**config.mk**
```make
export PLATFORM = sky130hd
export DESIGN_NAME = windowed_watchdog_timer
export DESIGN_NICKNAME = d
export VERILOG_FILES = /design/src/wdt_pkg.sv /design/src/windowed_watchdog_timer.sv /design/src/low_power_rc_osc_tick_gen.sv
export VERILOG_INCLUDE_DIRS = /design/src
export SDC_FILE = /design/constraint.sdc
export NUM_CORES = 1
export LEC_CHECK = 0
export ABC_AREA = 0
export BUFFER_PORTS_ARGS = -buffer_cell sky130_fd_sc_hd__clkbuf_2
export CORE_MARGIN = 2
export CORE_UTILIZATION = 50
export CTS_CLUSTER_DIAMETER = 40
export CTS_CLUSTER_SIZE = 12
export DETAILED_ROUTE_END_ITERATION = 7
export HOLD_SLACK_MARGIN = 0.15
export PLACE_DENSITY = 0.69
export SKIP_LAST_GASP = 1
export SYNTH_ARGS = -nofsm -noshare
export SYNTH_HDL_FRONTEND = slang
export SYNTH_HIERARCHICAL = 1
export SYNTH_SLANG_ARGS = --single-unit
```
**constraint.sdc**
```tcl
create_clock -name ref_clk -period 11.99 [get_ports ref_clk]
set_input_delay 1.7985 -clock ref_clk [delete_from_list [all_inputs] [get_ports ref_clk]]
set_output_delay 1.7985 -clock ref_clk [all_outputs]
set_load 0.02 [all_outputs]
```
**src/wdt_consts.svh**
```systemverilog
// Constants for the windowed watchdog timer
`ifndef WDT_CONSTS_SVH
`define WDT_CONSTS_SVH
`define LOW_POWER_RC_OSC_FREQ_HZ      32000
`define REF_FREQ_HZ       100000000
`define LOW_POWER_RC_OSC_HALF_CYCLES  ((`REF_FREQ_HZ / `LOW_POWER_RC_OSC_FREQ_HZ) / 2)
`define TICK_CNT_W        12
`define PRE_SHORT_MAX     7'h1f
`define PRE_LONG_MAX      7'h7f
`define CFG_POST_LSB      0
`define CFG_POST_MSB      3
`define CFG_PRESEL_BIT    4
`define CFG_HARDEN_BIT    5
`define CFG_WINDOW_DISABLE_BIT    6
`define POST_W            16
`endif

```
**src/wdt_pkg.sv**
```systemverilog
// Types for the windowed watchdog timer
package wdt_pkg;
  typedef enum logic [1:0] {run_mode, low_power_mode} core_mode_t;
endpackage

```
**src/windowed_watchdog_timer.sv**
```systemverilog
// Windowed watchdog timer with prescaler, postscaler and wake-up
// How it works
// - Counts low-power RC ticks; enable powers oscillator
// - Prescaler divides by 32 or 128
// - Base period 1 ms or 4 ms
// - Four-bit postscaler field selects sixteen ratios
// - Any device reset clears all counts
// - Oscillator switch completion clears all counts
// - Power-save instruction clears all counts
// - Leaving sleep or idle clears all counts
// - Clear instruction clears all counts
// - Keeps counting in sleep and idle
// - Timeout in low power wakes core
// - Hard fuse keeps watchdog always running
// - Otherwise soft enable bit gates running
// - Device reset clears soft enable bit
// - Early clear in window mode resets
// - Timeout sets sticky flag; software clears
// - Prescale select one means divide-by-128
// - Window disable one means non-window mode
// - Hard fuse overrides soft enable clearing
// - Codes 1111 and 1110 give 32768, 16384
`include "wdt_consts.svh"
module windowed_watchdog_timer
  import wdt_pkg::*;
(
  // Clock, reset, enable
  input  wire logic       ref_clk,
  input  wire logic       srst,
  input  wire logic       clk_en,
  // Configuration word bits 6..0
  input  wire logic [6:0] watchdog_config_word,
  // Core events
  input  wire logic       device_reset,
  input  wire logic       osc_switch_done,
  input  wire logic       power_save_instr,
  input  wire logic       power_save_exit,
  input  wire logic       clear_watchdog_instr,
  // Software control bits
  input  wire logic       soft_enable_wr,
  input  wire logic       soft_enable_wdata,
  input  wire logic       timeout_flag_clr,
  // Status and actions
  output logic            soft_enable_bit,
  output logic            timeout_flag,
  output logic            low_power_rc_osc_en,
  output logic            wdt_reset_req,
  output logic            wake_req,
  output logic            in_low_power
);
  logic       tick;
  logic [6:0] pre_cnt;
  logic [`POST_W-1:0] post_cnt;
  core_mode_t mode;
  logic [6:0] next_pre_cnt;
  logic [`POST_W-1:0] next_post_cnt;
  core_mode_t next_mode;
  logic       next_soft_enable_bit;
  logic       next_timeout_flag;
  logic       next_wdt_reset_req;
  logic       next_wake_req;
  logic       next_osc_en;
  logic       running;
  logic       pre_wrap;
  logic       post_wrap;
  logic       clear_all;
  logic       early_clear;
  logic [6:0] pre_max;
  logic [`POST_W-1:0] post_max;
  logic [3:0] post_code;
  logic       hard_enable_fuse;
  logic       window_disable;

  assign post_code        = watchdog_config_word[`CFG_POST_MSB:`CFG_POST_LSB];
  assign hard_enable_fuse = watchdog_config_word[`CFG_HARDEN_BIT];
  assign window_disable   = watchdog_config_word[`CFG_WINDOW_DISABLE_BIT];
  assign pre_max  = watchdog_config_word[`CFG_PRESEL_BIT] ? `PRE_LONG_MAX
                                                          : `PRE_SHORT_MAX;
  assign post_max = (`POST_W'(1) << post_code) - `POST_W'(1);
  assign running  = hard_enable_fuse | soft_enable_bit;
  assign pre_wrap  = tick && (pre_cnt == pre_max);
  assign post_wrap = pre_wrap && (post_cnt == post_max);
  // Early means before the last quarter of the postscaled period
  assign early_clear = clear_watchdog_instr && !window_disable && running &&
                       (mode == run_mode) &&
                       (post_cnt < post_max - (post_max >> 2));
  assign clear_all = device_reset | osc_switch_done | power_save_instr |
                     power_save_exit | clear_watchdog_instr;

  low_power_rc_osc_tick_gen u_low_power_rc_osc (
    .ref_clk (ref_clk),
    .srst    (srst),
    .clk_en  (clk_en),
    .osc_on  (low_power_rc_osc_en),
    .tick    (tick)
  );

  always_comb begin
    next_pre_cnt         = pre_cnt;
    next_post_cnt        = post_cnt;
    next_mode            = mode;
    next_soft_enable_bit = soft_enable_bit;
    next_timeout_flag    = timeout_flag;
    next_wdt_reset_req   = 1'b0;
    next_wake_req        = 1'b0;
    next_osc_en          = running;
    if (soft_enable_wr) begin
      next_soft_enable_bit = soft_enable_wdata;
    end
    if (timeout_flag_clr) begin
      next_timeout_flag = 1'b0;
    end
    if (power_save_instr) begin
      next_mode = low_power_mode;
    end else if (power_save_exit) begin
      next_mode = run_mode;
    end
    if (clear_all || !running) begin
      next_pre_cnt  = '0;
      next_post_cnt = '0;
    end else if (pre_wrap) begin
      next_pre_cnt  = '0;
      next_post_cnt = post_wrap ? '0 : post_cnt + `POST_W'(1);
    end else if (tick) begin
      next_pre_cnt = pre_cnt + 7'h01;
    end
    if (running && post_wrap && !clear_all) begin
      next_timeout_flag = 1'b1;
      if (mode == low_power_mode) begin
        next_wake_req = 1'b1;
        next_mode     = run_mode;
      end else begin
        next_wdt_reset_req = 1'b1;
      end
    end
    if (early_clear) begin
      next_wdt_reset_req = 1'b1;
    end
    if (device_reset) begin
      next_soft_enable_bit = 1'b0;
      next_mode            = run_mode;
    end
  end

  always_ff @(posedge ref_clk) begin
    if (srst) begin
      pre_cnt             <= '0;
      post_cnt            <= '0;
      mode                <= run_mode;
      soft_enable_bit     <= 1'b0;
      timeout_flag        <= 1'b0;
      wdt_reset_req       <= 1'b0;
      wake_req            <= 1'b0;
      low_power_rc_osc_en <= 1'b0;
      in_low_power        <= 1'b0;
    end else if (clk_en) begin
      pre_cnt             <= next_pre_cnt;
      post_cnt            <= next_post_cnt;
      mode                <= next_mode;
      soft_enable_bit     <= next_soft_enable_bit;
      timeout_flag        <= next_timeout_flag;
      wdt_reset_req       <= next_wdt_reset_req;
      wake_req            <= next_wake_req;
      low_power_rc_osc_en <= next_osc_en;
      in_low_power        <= (next_mode == low_power_mode);
    end
  end

  // Checks
  property p_clear_zeroes;
    @(posedge ref_clk) disable iff (srst) (clk_en && clear_all) |=> (pre_cnt == 7'h00);
  endproperty
  a_clear_zeroes: assert property (p_clear_zeroes) else $error("clear missed");
  property p_reset_enable;
    @(posedge ref_clk) disable iff (srst) (clk_en && device_reset) |=> !soft_enable_bit;
  endproperty
  a_reset_enable: assert property (p_reset_enable) else $error("soft enable kept");
  property p_flag_sticky;
    @(posedge ref_clk) disable iff (srst)
      (timeout_flag && !timeout_flag_clr) |=> timeout_flag;
  endproperty
  a_flag_sticky: assert property (p_flag_sticky) else $error("flag dropped");
  property p_wake;
    @(posedge ref_clk) disable iff (srst)
      (clk_en && running && post_wrap && !clear_all && mode == low_power_mode)
      |=> wake_req && !wdt_reset_req && timeout_flag;
  endproperty
  a_wake: assert property (p_wake) else $error("no wake");
  property p_run_reset;
    @(posedge ref_clk) disable iff (srst)
      (clk_en && running && post_wrap && !clear_all && mode == run_mode)
      |=> wdt_reset_req && timeout_flag;
  endproperty
  a_run_reset: assert property (p_run_reset) else $error("no reset");
  property p_early;
    @(posedge ref_clk) disable iff (srst) (clk_en && early_clear) |=> wdt_reset_req;
  endproperty
  a_early: assert property (p_early) else $error("early clear ignored");
  property p_hard;
    @(posedge ref_clk) disable iff (srst)
      (clk_en && hard_enable_fuse) |=> low_power_rc_osc_en;
  endproperty
  a_hard: assert property (p_hard) else $error("oscillator off");
  property p_idle_count;
    @(posedge ref_clk) disable iff (srst)
      (clk_en && tick && running && !clear_all && !pre_wrap && mode == low_power_mode)
      |=> pre_cnt == $past(pre_cnt) + 7'h01;
  endproperty
  a_idle_count: assert property (p_idle_count) else $error("stalled in sleep");
  property p_switch_clear;
    @(posedge ref_clk) disable iff (srst)
      (clk_en && osc_switch_done) |=> (pre_cnt == 7'h00 && post_cnt == '0);
  endproperty
  a_switch_clear: assert property (p_switch_clear) else $error("switch kept count");
  property p_sleep_clear;
    @(posedge ref_clk) disable iff (srst)
      (clk_en && power_save_instr) |=> (pre_cnt == 7'h00 && post_cnt == '0);
  endproperty
  a_sleep_clear: assert property (p_sleep_clear) else $error("entry kept count");
  property p_exit_clear;
    @(posedge ref_clk) disable iff (srst)
      (clk_en && power_save_exit) |=> (pre_cnt == 7'h00 && post_cnt == '0);
  endproperty
  a_exit_clear: assert property (p_exit_clear) else $error("exit kept count");
  property p_soft_write;
    @(posedge ref_clk) disable iff (srst)
      (clk_en && soft_enable_wr && !device_reset)
      |=> soft_enable_bit == $past(soft_enable_wdata);
  endproperty
  a_soft_write: assert property (p_soft_write) else $error("soft write lost");
  property p_gated;
    @(posedge ref_clk) disable iff (srst)
      (clk_en && !running) |=> (pre_cnt == 7'h00 && post_cnt == '0);
  endproperty
  a_gated: assert property (p_gated) else $error("counting while off");
  property p_osc_follow;
    @(posedge ref_clk) disable iff (srst)
      clk_en |=> low_power_rc_osc_en == $past(running);
  endproperty
  a_osc_follow: assert property (p_osc_follow) else $error("oscillator mismatch");
  c_wake: cover property (@(posedge ref_clk) wake_req);
  c_low_power: cover property (@(posedge ref_clk) in_low_power);
  c_reset: cover property (@(posedge ref_clk) wdt_reset_req);
  c_early: cover property (@(posedge ref_clk) early_clear);
endmodule

```
**src/low_power_rc_osc_tick_gen.sv**
```systemverilog
// Low-power RC oscillator model: emits one tick per 32 kHz period
`include "wdt_consts.svh"
module low_power_rc_osc_tick_gen (
  // Clock and reset
  input  wire logic ref_clk,
  input  wire logic srst,
  input  wire logic clk_en,
  // Control
  input  wire logic osc_on,
  // Tick out
  output logic      tick
);
  logic [`TICK_CNT_W-1:0] cnt;
  logic [`TICK_CNT_W-1:0] next_cnt;
  logic                   next_tick;

  always_comb begin
    next_cnt  = cnt;
    next_tick = 1'b0;
    if (!osc_on) begin
      next_cnt = '0;
    end else if (cnt == `TICK_CNT_W'(2 * `LOW_POWER_RC_OSC_HALF_CYCLES - 1)) begin
      next_cnt  = '0;
      next_tick = 1'b1;
    end else begin
      next_cnt = cnt + `TICK_CNT_W'(1);
    end
  end

  always_ff @(posedge ref_clk) begin
    if (srst) begin
      cnt  <= '0;
      tick <= 1'b0;
    end else if (clk_en) begin
      cnt  <= next_cnt;
      tick <= next_tick;
    end
  end
endmodule

```
-- After elaboration in Yosys (flattened, before gate mapping)
Index checks and enable logic that the tools add are counted.
- flip-flop bits (word level): 44
- output and inout port bits: 6
- word-level logic and storage cells: 74
- $add $sub $neg: 5
- magnitude comparators: 1
- equal/unequal tests: 5
- shifts and indexed selects: 1
- mux-type cells: 25
- bitwise logic cells: 5
- reductions and logical operators: 21
- operators by type and width (operator ; number):
    $mux W16 ; 3
    $mux W7 ; 4
    $mux W12 ; 2
    $add A16 B1 Y16 const B ; 1
    $eq A16 B16 Y1 ; 1
    $lt A16 B16 Y1 ; 1
    $shl A1 B4 Y16 const A ; 1
    $sub A16 B14 Y16 ; 1
    $sub A16 B2 Y16 const B ; 1
    $add A12 B1 Y12 const B ; 1
    $eq A12 B12 Y1 const B ; 1
    $mux W1 ; 11
    $mux W2 ; 5
    $logic_and A1 B1 Y1 ; 8
    $reduce_and A2 Y1 ; 4
    $add A7 B1 Y7 const B ; 1
    $eq A7 B7 Y1 ; 1
    $reduce_bool A2 Y1 ; 3
    $or A1 B1 Y1 ; 5
    $eq A2 B1 Y1 const B ; 2
    $logic_not A1 Y1 ; 3
    $reduce_bool A3 Y1 ; 1
    $logic_not A2 Y1 ; 1
    $logic_or A1 B1 Y1 ; 1

-- Logic depth before layout (Yosys ltp)
Gate-level depths: netlist (run 1).
- word-level depth: 9
- gate-level depth with buffers: 29

-- Cells and area by module
The synthesis (run 1) kept the hierarchy.
- modules (own cells, without submodules) (module ; times used ; cells an instance ; area an instance (sq um) ; seq. area each (sq um)):
    windowed_watchdog_timer ; 1 ; 461 ; 3288.2 ; 620.6
    low_power_rc_osc_tick_gen ; 1 ; 81 ; 698.2 ; 260.2

-- Worst setup path before layout (run 1)
OpenSTA, ideal clock, no wires.
- path kind: input-to-reg
- from: input watchdog_config_word[0]
- to: register wdt_reset_req
- library setup time: 0.074 ns
- data arrival time: 6.548 ns
- required time: 11.916 ns
- path slack: 5.368 ns
- cell stages on the path: 28
- buffers on the path: 7
- cell sequence: clkbuf_2 > buf_2 > clkbuf_1 > nand3_1 > ha_1 > clkbuf_1 > clkbuf_1 > buf_1 > clkbuf_1 > o21ai_0 > nand2_1 > ha_1 > inv_1 > fa_1 > a21oi_1 > o21ai_0 > a21o_1 > a221oi_1 > nor2b_1 > nor3_1 > xor2_1 > ha_1 > a21oi_1 > o21ai_0 > a21o_1 > a31oi_1 > o41ai_1 > o21ai_0
- cells in the longest elaborated chain, start to end: 8
- elaborated cells between the ends (all ways): 11
- ends and longest elaborated chain (what ; RTL line ; source):
    from (decl) ; windowed_watchdog_timer.sv:32 ; input wire logic [6:0] watchdog_config_word,
    $shl A1 B4 Y16 (no line) (*) ; -- ;
    $sub A16 B2 Y16 (*) ; windowed_watchdog_timer.sv:79 ; assign post_max = (`POST_W'(1) << post_code) - `POST_W'(1);
    parallel branches: the longest is 5 deep, another holds $sub A16 B14 Y16 ; -- ;
    $mux W1 (*) ; windowed_watchdog_timer.sv:136 ; if (early_clear) begin
    to (signal assigned) ; windowed_watchdog_timer.sv:162 ; wdt_reset_req <= next_wdt_reset_req;
    to (decl) ; windowed_watchdog_timer.sv:47 ; output logic wdt_reset_req,
Every way passes the cells marked *.
A chain may end at the register's enable or synchronous reset.

-- Worst setup path after layout (run 1)
- from: input watchdog_config_word[3]
- to: register wdt_reset_req
Same word-level chain as after synthesis.

==> results of run 1 <==
[metrics by stage]
| stage | setup slack, ps | area [um2] | utilization |
|---|---|---|---|
| final | 4520 | 4180 | 0.541 |
| after global routing | 4040 | 4180 | 0.541 |
| after CTS | 4630 | 4180 | 0.541 |
| after detailed placement | 4320 | 4060 | 0.525 |
| after floorplan | 5370 | 3990 | - |
| after global placement | 4490 | 4060 | 0.525 |
[sequential cells by signal (all words and copies together) (netlist names)]
register and count:
post_cnt 16, u_low_power_rc_osc/cnt 12, pre_cnt 7, mode 2, in_low_power 1, low_power_rc_osc_en 1
soft_enable_bit 1, timeout_flag 1, u_low_power_rc_osc/tick 1, wake_req 1, wdt_reset_req 1
[placed cells by master, fill, tap and decap left out, drive strengths merged, types with 10 or more instances in the layout]
cell,count
nor2,55
dfxtp,44
or3,11
a21oi,33
nand2,58
o21ai,38
nand3,18
nand4,10
xor2,12
a31oi,10
inv,18
nor3,17
xnor2,12
ha,26
nand2b,12
clkbuf,29
[power groups by stage]
stage | Combinational (W) | Sequential (W) | Clock, W
after floorplan | 0.0000688 | 0.000152 | 0
after global placement | 0.0000874 | 0.000151 | 0
after detailed placement | 0.0000890 | 0.000151 | 0
after CTS | 0.0000894 | 0.000148 | 0.000124
after global routing | 0.000101 | 0.000148 | 0.000128
final | 0.0000908 | 0.000148 | 0.000121
[final cells by class]
| class | instances | area [um2] |
|---|---|---|
| Fill cell | 730 | 3550 |
| Multi-Input combinational cell | 444 | 2850 |
| Sequential cell | 44 | 881 |
| Tap cell | 102 | 128 |
| Timing Repair Buffer | 24 | 123 |
| Clock buffer | 6 | 82.6 |
| Inverter | 19 | 76.3 |
| Clock inverter | 2 | 38.8 |
[per-layer routing]
layer	global-route usage	wire [um]
met1	0.343	4700
met2	0.375	4490
met3	0.0274	703
met4	0.0797	275
met5	0	0
[cell usage after synthesis (all sizes together), types with 3 or more instances]
library cell and n:
or2 5, a311oi 3, nand2 58, buf 15
o22ai 4, nor4b 3, a2111oi 3, o31ai 3
dfxtp 44, nor4 6, nand4 10, inv 18
xor2 12, o41ai 3, nor2 55, nor2b 9
clkbuf 20, o21ai 38, nand2b 12, a21oi 33
or3 11, a211oi 4, nor3b 6, o2111ai 3
a211o 8, ha 26, xnor2 12, o21a 5
and3 8, a21o 7, a31oi 10, a22oi 4
and4 5, o211ai 7, nand3 18, nor3 17
[worst paths after layout]
path	start	end	slack (ps)
setup / recovery	watchdog_config_word[3]	wdt_reset_req$_SDFFE_PP0P_	4520
hold / removal	wake_req$_SDFFE_PP0P_	wake_req$_SDFFE_PP0P_	470
setup reg to reg	pre_cnt[5]$_SDFFE_PP0P_	wake_req$_SDFFE_PP0P_	9110
hold reg to reg	wake_req$_SDFFE_PP0P_	wake_req$_SDFFE_PP0P_	470
[critical path, delay by kind of cell]
| kind | cells | cell delay (ps) |
|---|---|---|
| AO/OA/AOI/OAI | 10 | 2280 |
| AND/OR/NAND/NOR | 6 | 1500 |
| adder cells (fa/ha/maj) | 4 | 1070 |
| buffers and inverters | 4 | 820 |
| XOR/XNOR | 1 | 200 |
[logic make-up after synthesis]
family / count (synthesis) / share of synthesized area
adders and majority gates: 27 / 0.0866
xor gates and xnor gates: 24 / 0.0527
DFF: 44 / 0.221
and+or+nand+nor: 234 / 0.300
AOI/OAI and AO/OA: 156 / 0.270
other: 1 / 0.000941
muxes: 2 / 0.00502
buffers and inverters: 54 / 0.0634
==> flow_summary_export.csv, run 1 <==
group,metric,value,unit
run_status,outcome,"complete, no violations",
floorplan,design.die.area,8700,um2
sta,worst_pin_slew,955,ps
yosys,synth_seq_area_share,0.221,
grt,grt_max_degree,42,
clock_tree,post-cts-setup-buffers,0,
sta,final-max-slew-violation-count,0,
pwr,p_comb_frac,0.253,
floorplan,die_h,93.3,um
sta,whs,465,ps
sta,skew,11.5,ps
detailed_routing,post_drt_wl_per_cell,15.9,um
place,hpwl,7460,um
critical_path,worstSetupStartpointType,"input port",
min_path,hold-path-cell-count,2,
grt,grt_pass1_wl,17100,um
final_layout,drive_gt1_frac,0.0835,
detailed_routing,drt-total-wl,10200,um
place,portBuffers,23,
pwr,power.total,0.000359,W
final_layout,layoutNonFillerInstCount,641,
detailed_routing,viasPerCell,6.33,
floorplan,pin_count,24,
final_layout,area_delta_synth_final,4.90,%
sta,relSlewSlack,0.362,
critical_path,cp_max_fo,41,
yosys,yosysTopAreaCellShare,0.221,
min_path,hold_class,"reg2reg",
critical_path,crit_path_top_delay_cell,"a21oi_1",
yosys,synth-edff-count,0,
clock_tree,cts_made_buffers,5,
clock_tree,cts_tree,"done",
sta,setup_viol,0,
floorplan,fp.dieW,93.3,um
yosys,yosys.area.top_type,"dfxtp_1",
detailed_routing,drcViolationCount,0,
yosys,yosys_warnings,6,
yosys,synth.cell_area,3990,um2
clock_tree,cts_resized,0,
pwr,p_int,0.000249,W
grt,grtUsageTotal,0.240,
detailed_routing,dr_total_vias,4055,
grt,grt_overflow,0,
floorplan,core,7730,um2
grt,grt_pass1_vias,3542,
place,place_inst,633,
yosys,ys_seq_elements,44,
final_layout,nets,583,
pwr,clockPowerShare,0.335,
critical_path,endpoint_kind,"flip-flop",
yosys,ys_types,73,
clock_tree,worstSkewPairLatency,300,ps
pwr,ir_worst_vdd,0.0726,mV
clock_tree,cts_hold_buf,0,
grt,antenna_found_initial,0,
place,place_congestion,0.929,
floorplan,rows,32,
detailed_routing,dr.first_iter.drc_count,454,
detailed_routing,ant_nets,0,
sta,fmax,134,MHz
pwr,leakage,1.56,nW
pwr,swShare,0.307,
critical_path,crit_arrival,7700,ps
clock_tree,htreeDepth,2,
clock_tree,cts_buffer_depth,2,
sta,rsz0062_at_grt,"false",
yosys,synthCells,542,
sta,hold_viol,0,
pwr,switching_power,0.000110,W
pwr,p_per_area,85.9,nW/um2
critical_path,crit_type,"in2reg",
critical_path,crit_required,12220,ps
yosys,synthArstFlopShare,0,
pwr,p_seq_frac,0.412,
critical_path,max_stage_delay,740,ps
job,cap_violations,0,
yosys,syn-num-nets,587,
floorplan,start_util,0.516,
final_layout,antenna_cells,0,
sta,setup_tns,0,ps
yosys,syn_area_per_cell,7.35,um2
clock_tree,cts-root-buf,"clkbuf_8",
clock_tree,cts_sinks,44,
clock_tree,clkTransAtPathRegs,80,ps
yosys,synthFlopType,"dfxtp_1",
sta,period_needed,7470,ps
sta,fin_crit_sh,0.623,
yosys,synthTopCellsByArea,"dfxtp_1 (22%), ha_1 (8.2%), nand2_1 (5.5%)",
critical_path,r2r_cells,7,
detailed_routing,first_pass_iters,5,
(Power assumes the default switching activity.)
==> inputs of run 2 (changes only) <==
--- a/config.mk
+++ b/config.mk
@@ -14,7 +14,7 @@
 export CTS_CLUSTER_SIZE = 12
 export DETAILED_ROUTE_END_ITERATION = 7
 export HOLD_SLACK_MARGIN = 0.15
-export PLACE_DENSITY = 0.69
+export PLACE_DENSITY = 0.71
 export SKIP_LAST_GASP = 1
 export SYNTH_ARGS = -nofsm -noshare
 export SYNTH_HDL_FRONTEND = slang
==> constraint.sdc (replaced) <==
create_clock -name ref_clk -period 6.4 [get_ports ref_clk]
set_input_delay 0.96 -clock ref_clk [delete_from_list [all_inputs] [get_ports ref_clk]]
set_output_delay 0.96 -clock ref_clk [all_outputs]
set_load 0.02 [all_outputs]
==> run 2 against run 1 <==
Against the previous run:
- register-to-register slack got worse by 5600 ps
- count of clock-buffer cells in the layout is 1 lower
- sequential power rose by 87%
- clock power rose by 84%
- non-clock buffer count rose by 5
- worst hold slack lost 8.3 ps
- routed wire length grew 3.0%
- flip-flop and latch count unchanged
- final cell count rose by 0.78%
- clock skew is 8.0 ps lower
- final area increased by 0.75%
- critical path depth rose by 1
- largest cell class unchanged
==> flow_summary_export.csv, run 2 (same netlist as run 1, synthesis figures left out) <==
group,metric,value,unit
run_status,outcome,"complete, no violations",
pwr,power.total,0.000676,W
critical_path,r2r_cells,7,
floorplan,design.die.area,8700,um2
clock_tree,cts_hold_buf,0,
clock_tree,cts_made_buffers,5,
place,place_congestion,0.972,
final_layout,top_regs,"post_cnt (16), u_low_power_rc_osc/cnt (12), pre_cnt (7)",
final_layout,mostFrequentLayoutCell,"nand2_1",
critical_path,max_stage_delay,410,ps
place,dp_slack,687,ps
sta,fin_ws,942,ps
sta,hold_viol,0,
detailed_routing,dr.first_iter.drc_count,435,
final_layout,top_register,"post_cnt",
critical_path,crit_path_frequent_cell,"o21ai_0",
final_layout,antenna_cells,0,
clock_tree,cts_tree,"done",
final_layout,drive_gt1_frac,0.0919,
pwr,switching_power,0.000217,W
min_path,min_to,"wake_req$_SDFFE_PP0P_",
sta,setup_tns,0,ps
pwr,leakage,1.58,nW
pwr,clockPowerShare,0.330,
critical_path,rr_startpoint,"pre_cnt[5]$_SDFFE_PP0P_",
clock_tree,cts_buffer_depth,2,
detailed_routing,drt-total-wl,10500,um
detailed_routing,drcViolationCount,0,
critical_path,r2r_slack,3520,ps
clock_tree,cts-root-buf,"clkbuf_8",
critical_path,crit_path_top_delay_cell,"fa_1",
clock_tree,cts_resized,0,
grt,grtUsageTotal,0.245,
critical_path,cp_max_fo,34,
final_layout,fillers,739,
sta,final-max-slew-violation-count,0,
min_path,hold-path-cell-count,2,
final_layout,area_delta_synth_final,5.68,%
critical_path,timing.rr.end,"wake_req$_SDFFE_PP0P_",
sta,period_needed,5460,ps
place,dpl_cell_area,4100,um2
floorplan,rows,32,
floorplan,fp.dieW,93.3,um
final_layout,final_cell_mix,"nand2_1 (58), nor2_1 (55), dfxtp_1 (44)",
floorplan,pin_count,24,
pwr,swShare,0.321,
place,hpwl,7840,um
sta,whs,457,ps
clock_tree,clkTransAtPathRegs,90,ps
clock_tree,worstSkewPairLatency,300,ps
place,portBuffers,23,
job,cap_violations,0,
grt,antenna_found_initial,0,
min_path,holdCritStartpoint,"wake_req$_SDFFE_PP0P_",
critical_path,path_buf_inv,5,
sta,worst_pin_slew,995,ps
critical_path,crit_arrival,5690,ps
detailed_routing,post_drt_wl_per_cell,16.2,um
detailed_routing,viasPerCell,6.41,
pwr,p_comb_frac,0.260,
critical_path,crit_required,6630,ps
sta,skew,3.46,ps
detailed_routing,dr_total_vias,4139,
critical_path,critical-path-top-delay-family,"compound AO/OA/AOI/OAI gates",
pwr,p_per_area,161,nW/um2
floorplan,die_h,93.3,um
sta,rsz0062_at_grt,"false",
min_path,hold_class,"reg2reg",
grt,grt_max_degree,39,
grt,grt_overflow,0,
critical_path,endpoint_kind,"flip-flop",
sta,setup_viol,0,
pwr,p_seq_frac,0.410,
detailed_routing,first_pass_iters,5,
final_layout,nets,588,
clock_tree,htreeDepth,2,
detailed_routing,ant_nets,0,
floorplan,start_util,0.516,
floorplan,core,7730,um2
pwr,p_int,0.000459,W
final_layout,final_area,4210,um2
grt,grt_pass1_wl,17500,um
clock_tree,post-cts-setup-buffers,0,
grt,grt_pass1_vias,3646,
critical_path,crit_type,"in2reg",
pwr,ir_worst_vdd,0.152,mV
sta,fin_crit_sh,0.853,
clock_tree,cts_sinks,44,
sta,fmax,183,MHz
critical_path,worstSetupStartpointType,"input port",
sta,relSlewSlack,0.336,
final_layout,largest_reg_flops,16,
-- run 2: power by group through the flow --
stage	Clock, W	Sequential, W	Combinational [W]
4_1_cts	0.000228	0.000277	0.000173
3_5_place_dp	0	0.000284	0.000172
5_1_grt	0.000238	0.000278	0.000195
3_3_place_gp	0	0.000284	0.000168
2_1_floorplan	0	0.000285	0.000129
6_report	0.000223	0.000277	0.000176
-- run 2: final cells by class --
cell class	count	area (um2)	area share
clock buffer	5	68.8	0.0163
clock inverter	3	46.3	0.0110
inverter	19	76.3	0.0181
multi-input combinational	444	2850	0.677
sequential	44	881	0.209
tap	102	128	0.0303
timing repair buffer	29	160	0.0380
-- run 2: worst reg2reg max path: stages (launching register included) --
cell and delay (ps):
dfxtp_1 340, or3_1 370, a211oi_1 620, o2111ai_1 250
nor4_1 470, nand4_1 250, or3_1 380, a21oi_1 130
-- run 2: layer usage --
metal,up-vias,GRT usage,routed length (um)
met5,-,0,0
met4,0,0.0821,271
met3,31,0.0411,621
met2,164,0.381,4680
met1,1938,0.345,4910
li1,2006,-,-
-- run 2: worst max path at each step --
stage / startpoint / end / cells past startpoint
4_1_cts: watchdog_config_word[2] / wdt_reset_req$_SDFFE_PP0P_ / 26
3_5_place_dp: watchdog_config_word[2] / wdt_reset_req$_SDFFE_PP0P_ / 26
3_3_place_gp: watchdog_config_word[2] / wdt_reset_req$_SDFFE_PP0P_ / 26
6_report: watchdog_config_word[2] / wdt_reset_req$_SDFFE_PP0P_ / 26
5_1_grt: watchdog_config_word[2] / wdt_reset_req$_SDFFE_PP0P_ / 26
2_1_floorplan: watchdog_config_word[0] / wdt_reset_req$_SDFFE_PP0P_ / 28
-- run 2: metrics by stage --
stage | instances | util
floorplan | 542 | -
global placement | 638 | 0.530
detailed placement | 638 | 0.530
CTS | 646 | 0.545
global route | 646 | 0.545
finish | 646 | 0.545
==> inputs of run 3 (changes only) <==
--- a/config.mk
+++ b/config.mk
@@ -8,7 +8,6 @@
 export LEC_CHECK = 0
 export ABC_AREA = 0
 export BUFFER_PORTS_ARGS = -buffer_cell sky130_fd_sc_hd__clkbuf_2
-export CORE_MARGIN = 2
 export CORE_UTILIZATION = 50
 export CTS_CLUSTER_DIAMETER = 40
 export CTS_CLUSTER_SIZE = 12
==> run 3 against run 2 <==
Against the previous run:
- clock skew increased by 7.9 ps
- count of clock-buffer cells in the layout increased by 1
- first-iteration DRC count decreased by 13%
- die area decreased by 4.2%
- final cell count unchanged
- sequential share of layout area about the same
- critical path type unchanged
- sequential power about the same
- non-clock buffer count unchanged
- setup slack got worse by 11 ps
- utilization increased by 0.081 points
- critical path depth unchanged
- via count decreased by 2.5%
- critical endpoint unchanged
==> flow_summary_export.csv, run 3 (same netlist as run 1, synthesis figures left out) <==
group,metric,value,unit
sta,final-max-slew-violation-count,0,
detailed_routing,drcViolationCount,0,
critical_path,cp-endpoint,"wdt_reset_req$_SDFFE_PP0P_",
sta,fmax,183,MHz
critical_path,crit_path_top_delay_cell,"a221oi_1",
critical_path,crit_start,"watchdog_config_word[2]",
critical_path,r2r_slack,3570,ps
place,portBuffers,23,
critical_path,cp_max_fo,34,
grt,grt_max_degree,37,
critical_path,path_depth,26,
critical_path,rr_startpoint,"pre_cnt[5]$_SDFFE_PP0P_",
grt,grt_overflow,0,
floorplan,pin_count,24,
critical_path,crit_arrival,5690,ps
final_layout,top_regs,"post_cnt (16), u_low_power_rc_osc/cnt (12), pre_cnt (7)",
final_layout,fillers,716,
grt,antenna_found_initial,0,
final_layout,antenna_cells,0,
final_layout,nets,588,
sta,setup_tns,0,ps
critical_path,endpoint_kind,"flip-flop",
critical_path,max_stage_delay,460,ps
sta,hold_viol,0,
floorplan,design.die.area,8330,um2
clock_tree,clkTransAtPathRegs,80,ps
min_path,hold_class,"reg2reg",
detailed_routing,viasPerCell,6.25,
sta,whs,457,ps
sta,rsz0062_at_grt,"false",
clock_tree,cts_made_buffers,5,
floorplan,die_h,91.3,um
clock_tree,htreeDepth,2,
place,hpwl,7820,um
sta,period_needed,5470,ps
final_layout,seqCellArea,881,um2
critical_path,path_buf_inv,5,
clock_tree,cts_resized,0,
final_layout,drive_gt1_frac,0.0919,
detailed_routing,dr.first_iter.drc_count,380,
floorplan,rows,32,
detailed_routing,ant_nets,0,
critical_path,crit_type,"in2reg",
clock_tree,cts_buffer_depth,2,
final_layout,area_delta_synth_final,5.84,%
detailed_routing,drt-total-wl,10400,um
job,cap_violations,0,
final_layout,final_cell_mix,"nand2_1 (58), nor2_1 (55), dfxtp_1 (44)",
detailed_routing,dr_total_vias,4035,
pwr,leakage,1.58,nW
final_layout,top_register,"post_cnt",
grt,grtUsageTotal,0.259,
critical_path,r2r_cells,7,
critical_path,crit_path_frequent_cell,"o21ai_0",
detailed_routing,first_pass_iters,5,
critical_path,worstSetupStartpointType,"input port",
clock_tree,cts_sinks,44,
clock_tree,cts-root-buf,"clkbuf_8",
grt,grt_pass1_wl,17700,um
clock_tree,cts_tree,"done",
pwr,ir_worst_vdd,0.107,mV
final_layout,mostFrequentLayoutCell,"nand2_1",
sta,setup_viol,0,
floorplan,core,7730,um2
sta,fin_crit_sh,0.855,
critical_path,critical-path-top-delay-family,"compound AO/OA/AOI/OAI gates",
clock_tree,post-cts-setup-buffers,0,
pwr,p_per_area,161,nW/um2
final_layout,largest_reg_flops,16,
critical_path,crit_required,6620,ps
floorplan,fp.dieW,91.3,um
floorplan,start_util,0.516,
critical_path,timing.rr.end,"wake_req$_SDFFE_PP0P_",
clock_tree,cts_hold_buf,0,
sta,relSlewSlack,0.403,
sta,worst_pin_slew,893,ps
run_status,outcome,"complete, no violations",
detailed_routing,post_drt_wl_per_cell,16.2,um
clock_tree,worstSkewPairLatency,300,ps
sta,skew,11.4,ps
grt,grt_pass1_vias,3663,
place,place_congestion,0.941,
final_layout,multi_input_area,2850,um2
run 3: how the worst min path moves through the flow:
stage,cells after the start,from,endpoint,slack [ps]
floorplan,2,pre_cnt[1]$_SDFFE_PP0P_,pre_cnt[1]$_SDFFE_PP0P_,450
global placement,2,wake_req$_SDFFE_PP0P_,wake_req$_SDFFE_PP0P_,440
detailed placement,2,in_low_power$_SDFFE_PP0P_,in_low_power$_SDFFE_PP0P_,450
CTS,2,wake_req$_SDFFE_PP0P_,wake_req$_SDFFE_PP0P_,460
global route,2,wake_req$_SDFFE_PP0P_,wake_req$_SDFFE_PP0P_,490
finish,2,wake_req$_SDFFE_PP0P_,wake_req$_SDFFE_PP0P_,460
run 3: area by class of cell:
cell class / count / share of cell area
multi-input cells: 444 / 0.676
flip-flops and latches: 44 / 0.209
repair buffers: 29 / 0.0380
well taps: 102 / 0.0302
clock buffers: 6 / 0.0196
inverters: 19 / 0.0181
clock inverters: 2 / 0.00919
run 3: report_power, final:
group | total (W) | switching (W) | internal, W
registers | 0.000277 | 0.00000173 | 0.000275
logic | 0.000175 | 0.000108 | 0.0000661
clock network | 0.000226 | 0.0000979 | 0.000128
total | 0.000677 | 0.000208 | 0.000469
run 3: through the flow:
stage          cell area [um2]  total power (W)  setup WS, ps  utilization  std cells
2_1_floorplan             3990         0.000413           616            -        542
3_3_place_gp              4100         0.000452           827        0.530        638
3_5_place_dp              4100         0.000454           726        0.530        638
4_1_cts                   4220         0.000681          1040        0.546        646
5_1_grt                   4220         0.000715           480        0.546        646
6_report                  4220         0.000677           931        0.546        646
run 3: layer usage:
layer	wire length, um	track usage	vias to the layer above
li1	-	-	1996
met1	4880	0.363	1859
met2	4650	0.406	162
met3	728	0.0402	18
met4	183	0.0780	0
met5	0	0	-
run 3: worst register-to-register path: stages, from the launching register on:
cell	delay, ps
dfxtp_1	340
or3_1	370
a211oi_1	610
o2111ai_1	240
nor4_1	440
nand4_1	250
or3_1	380
a21oi_1	140
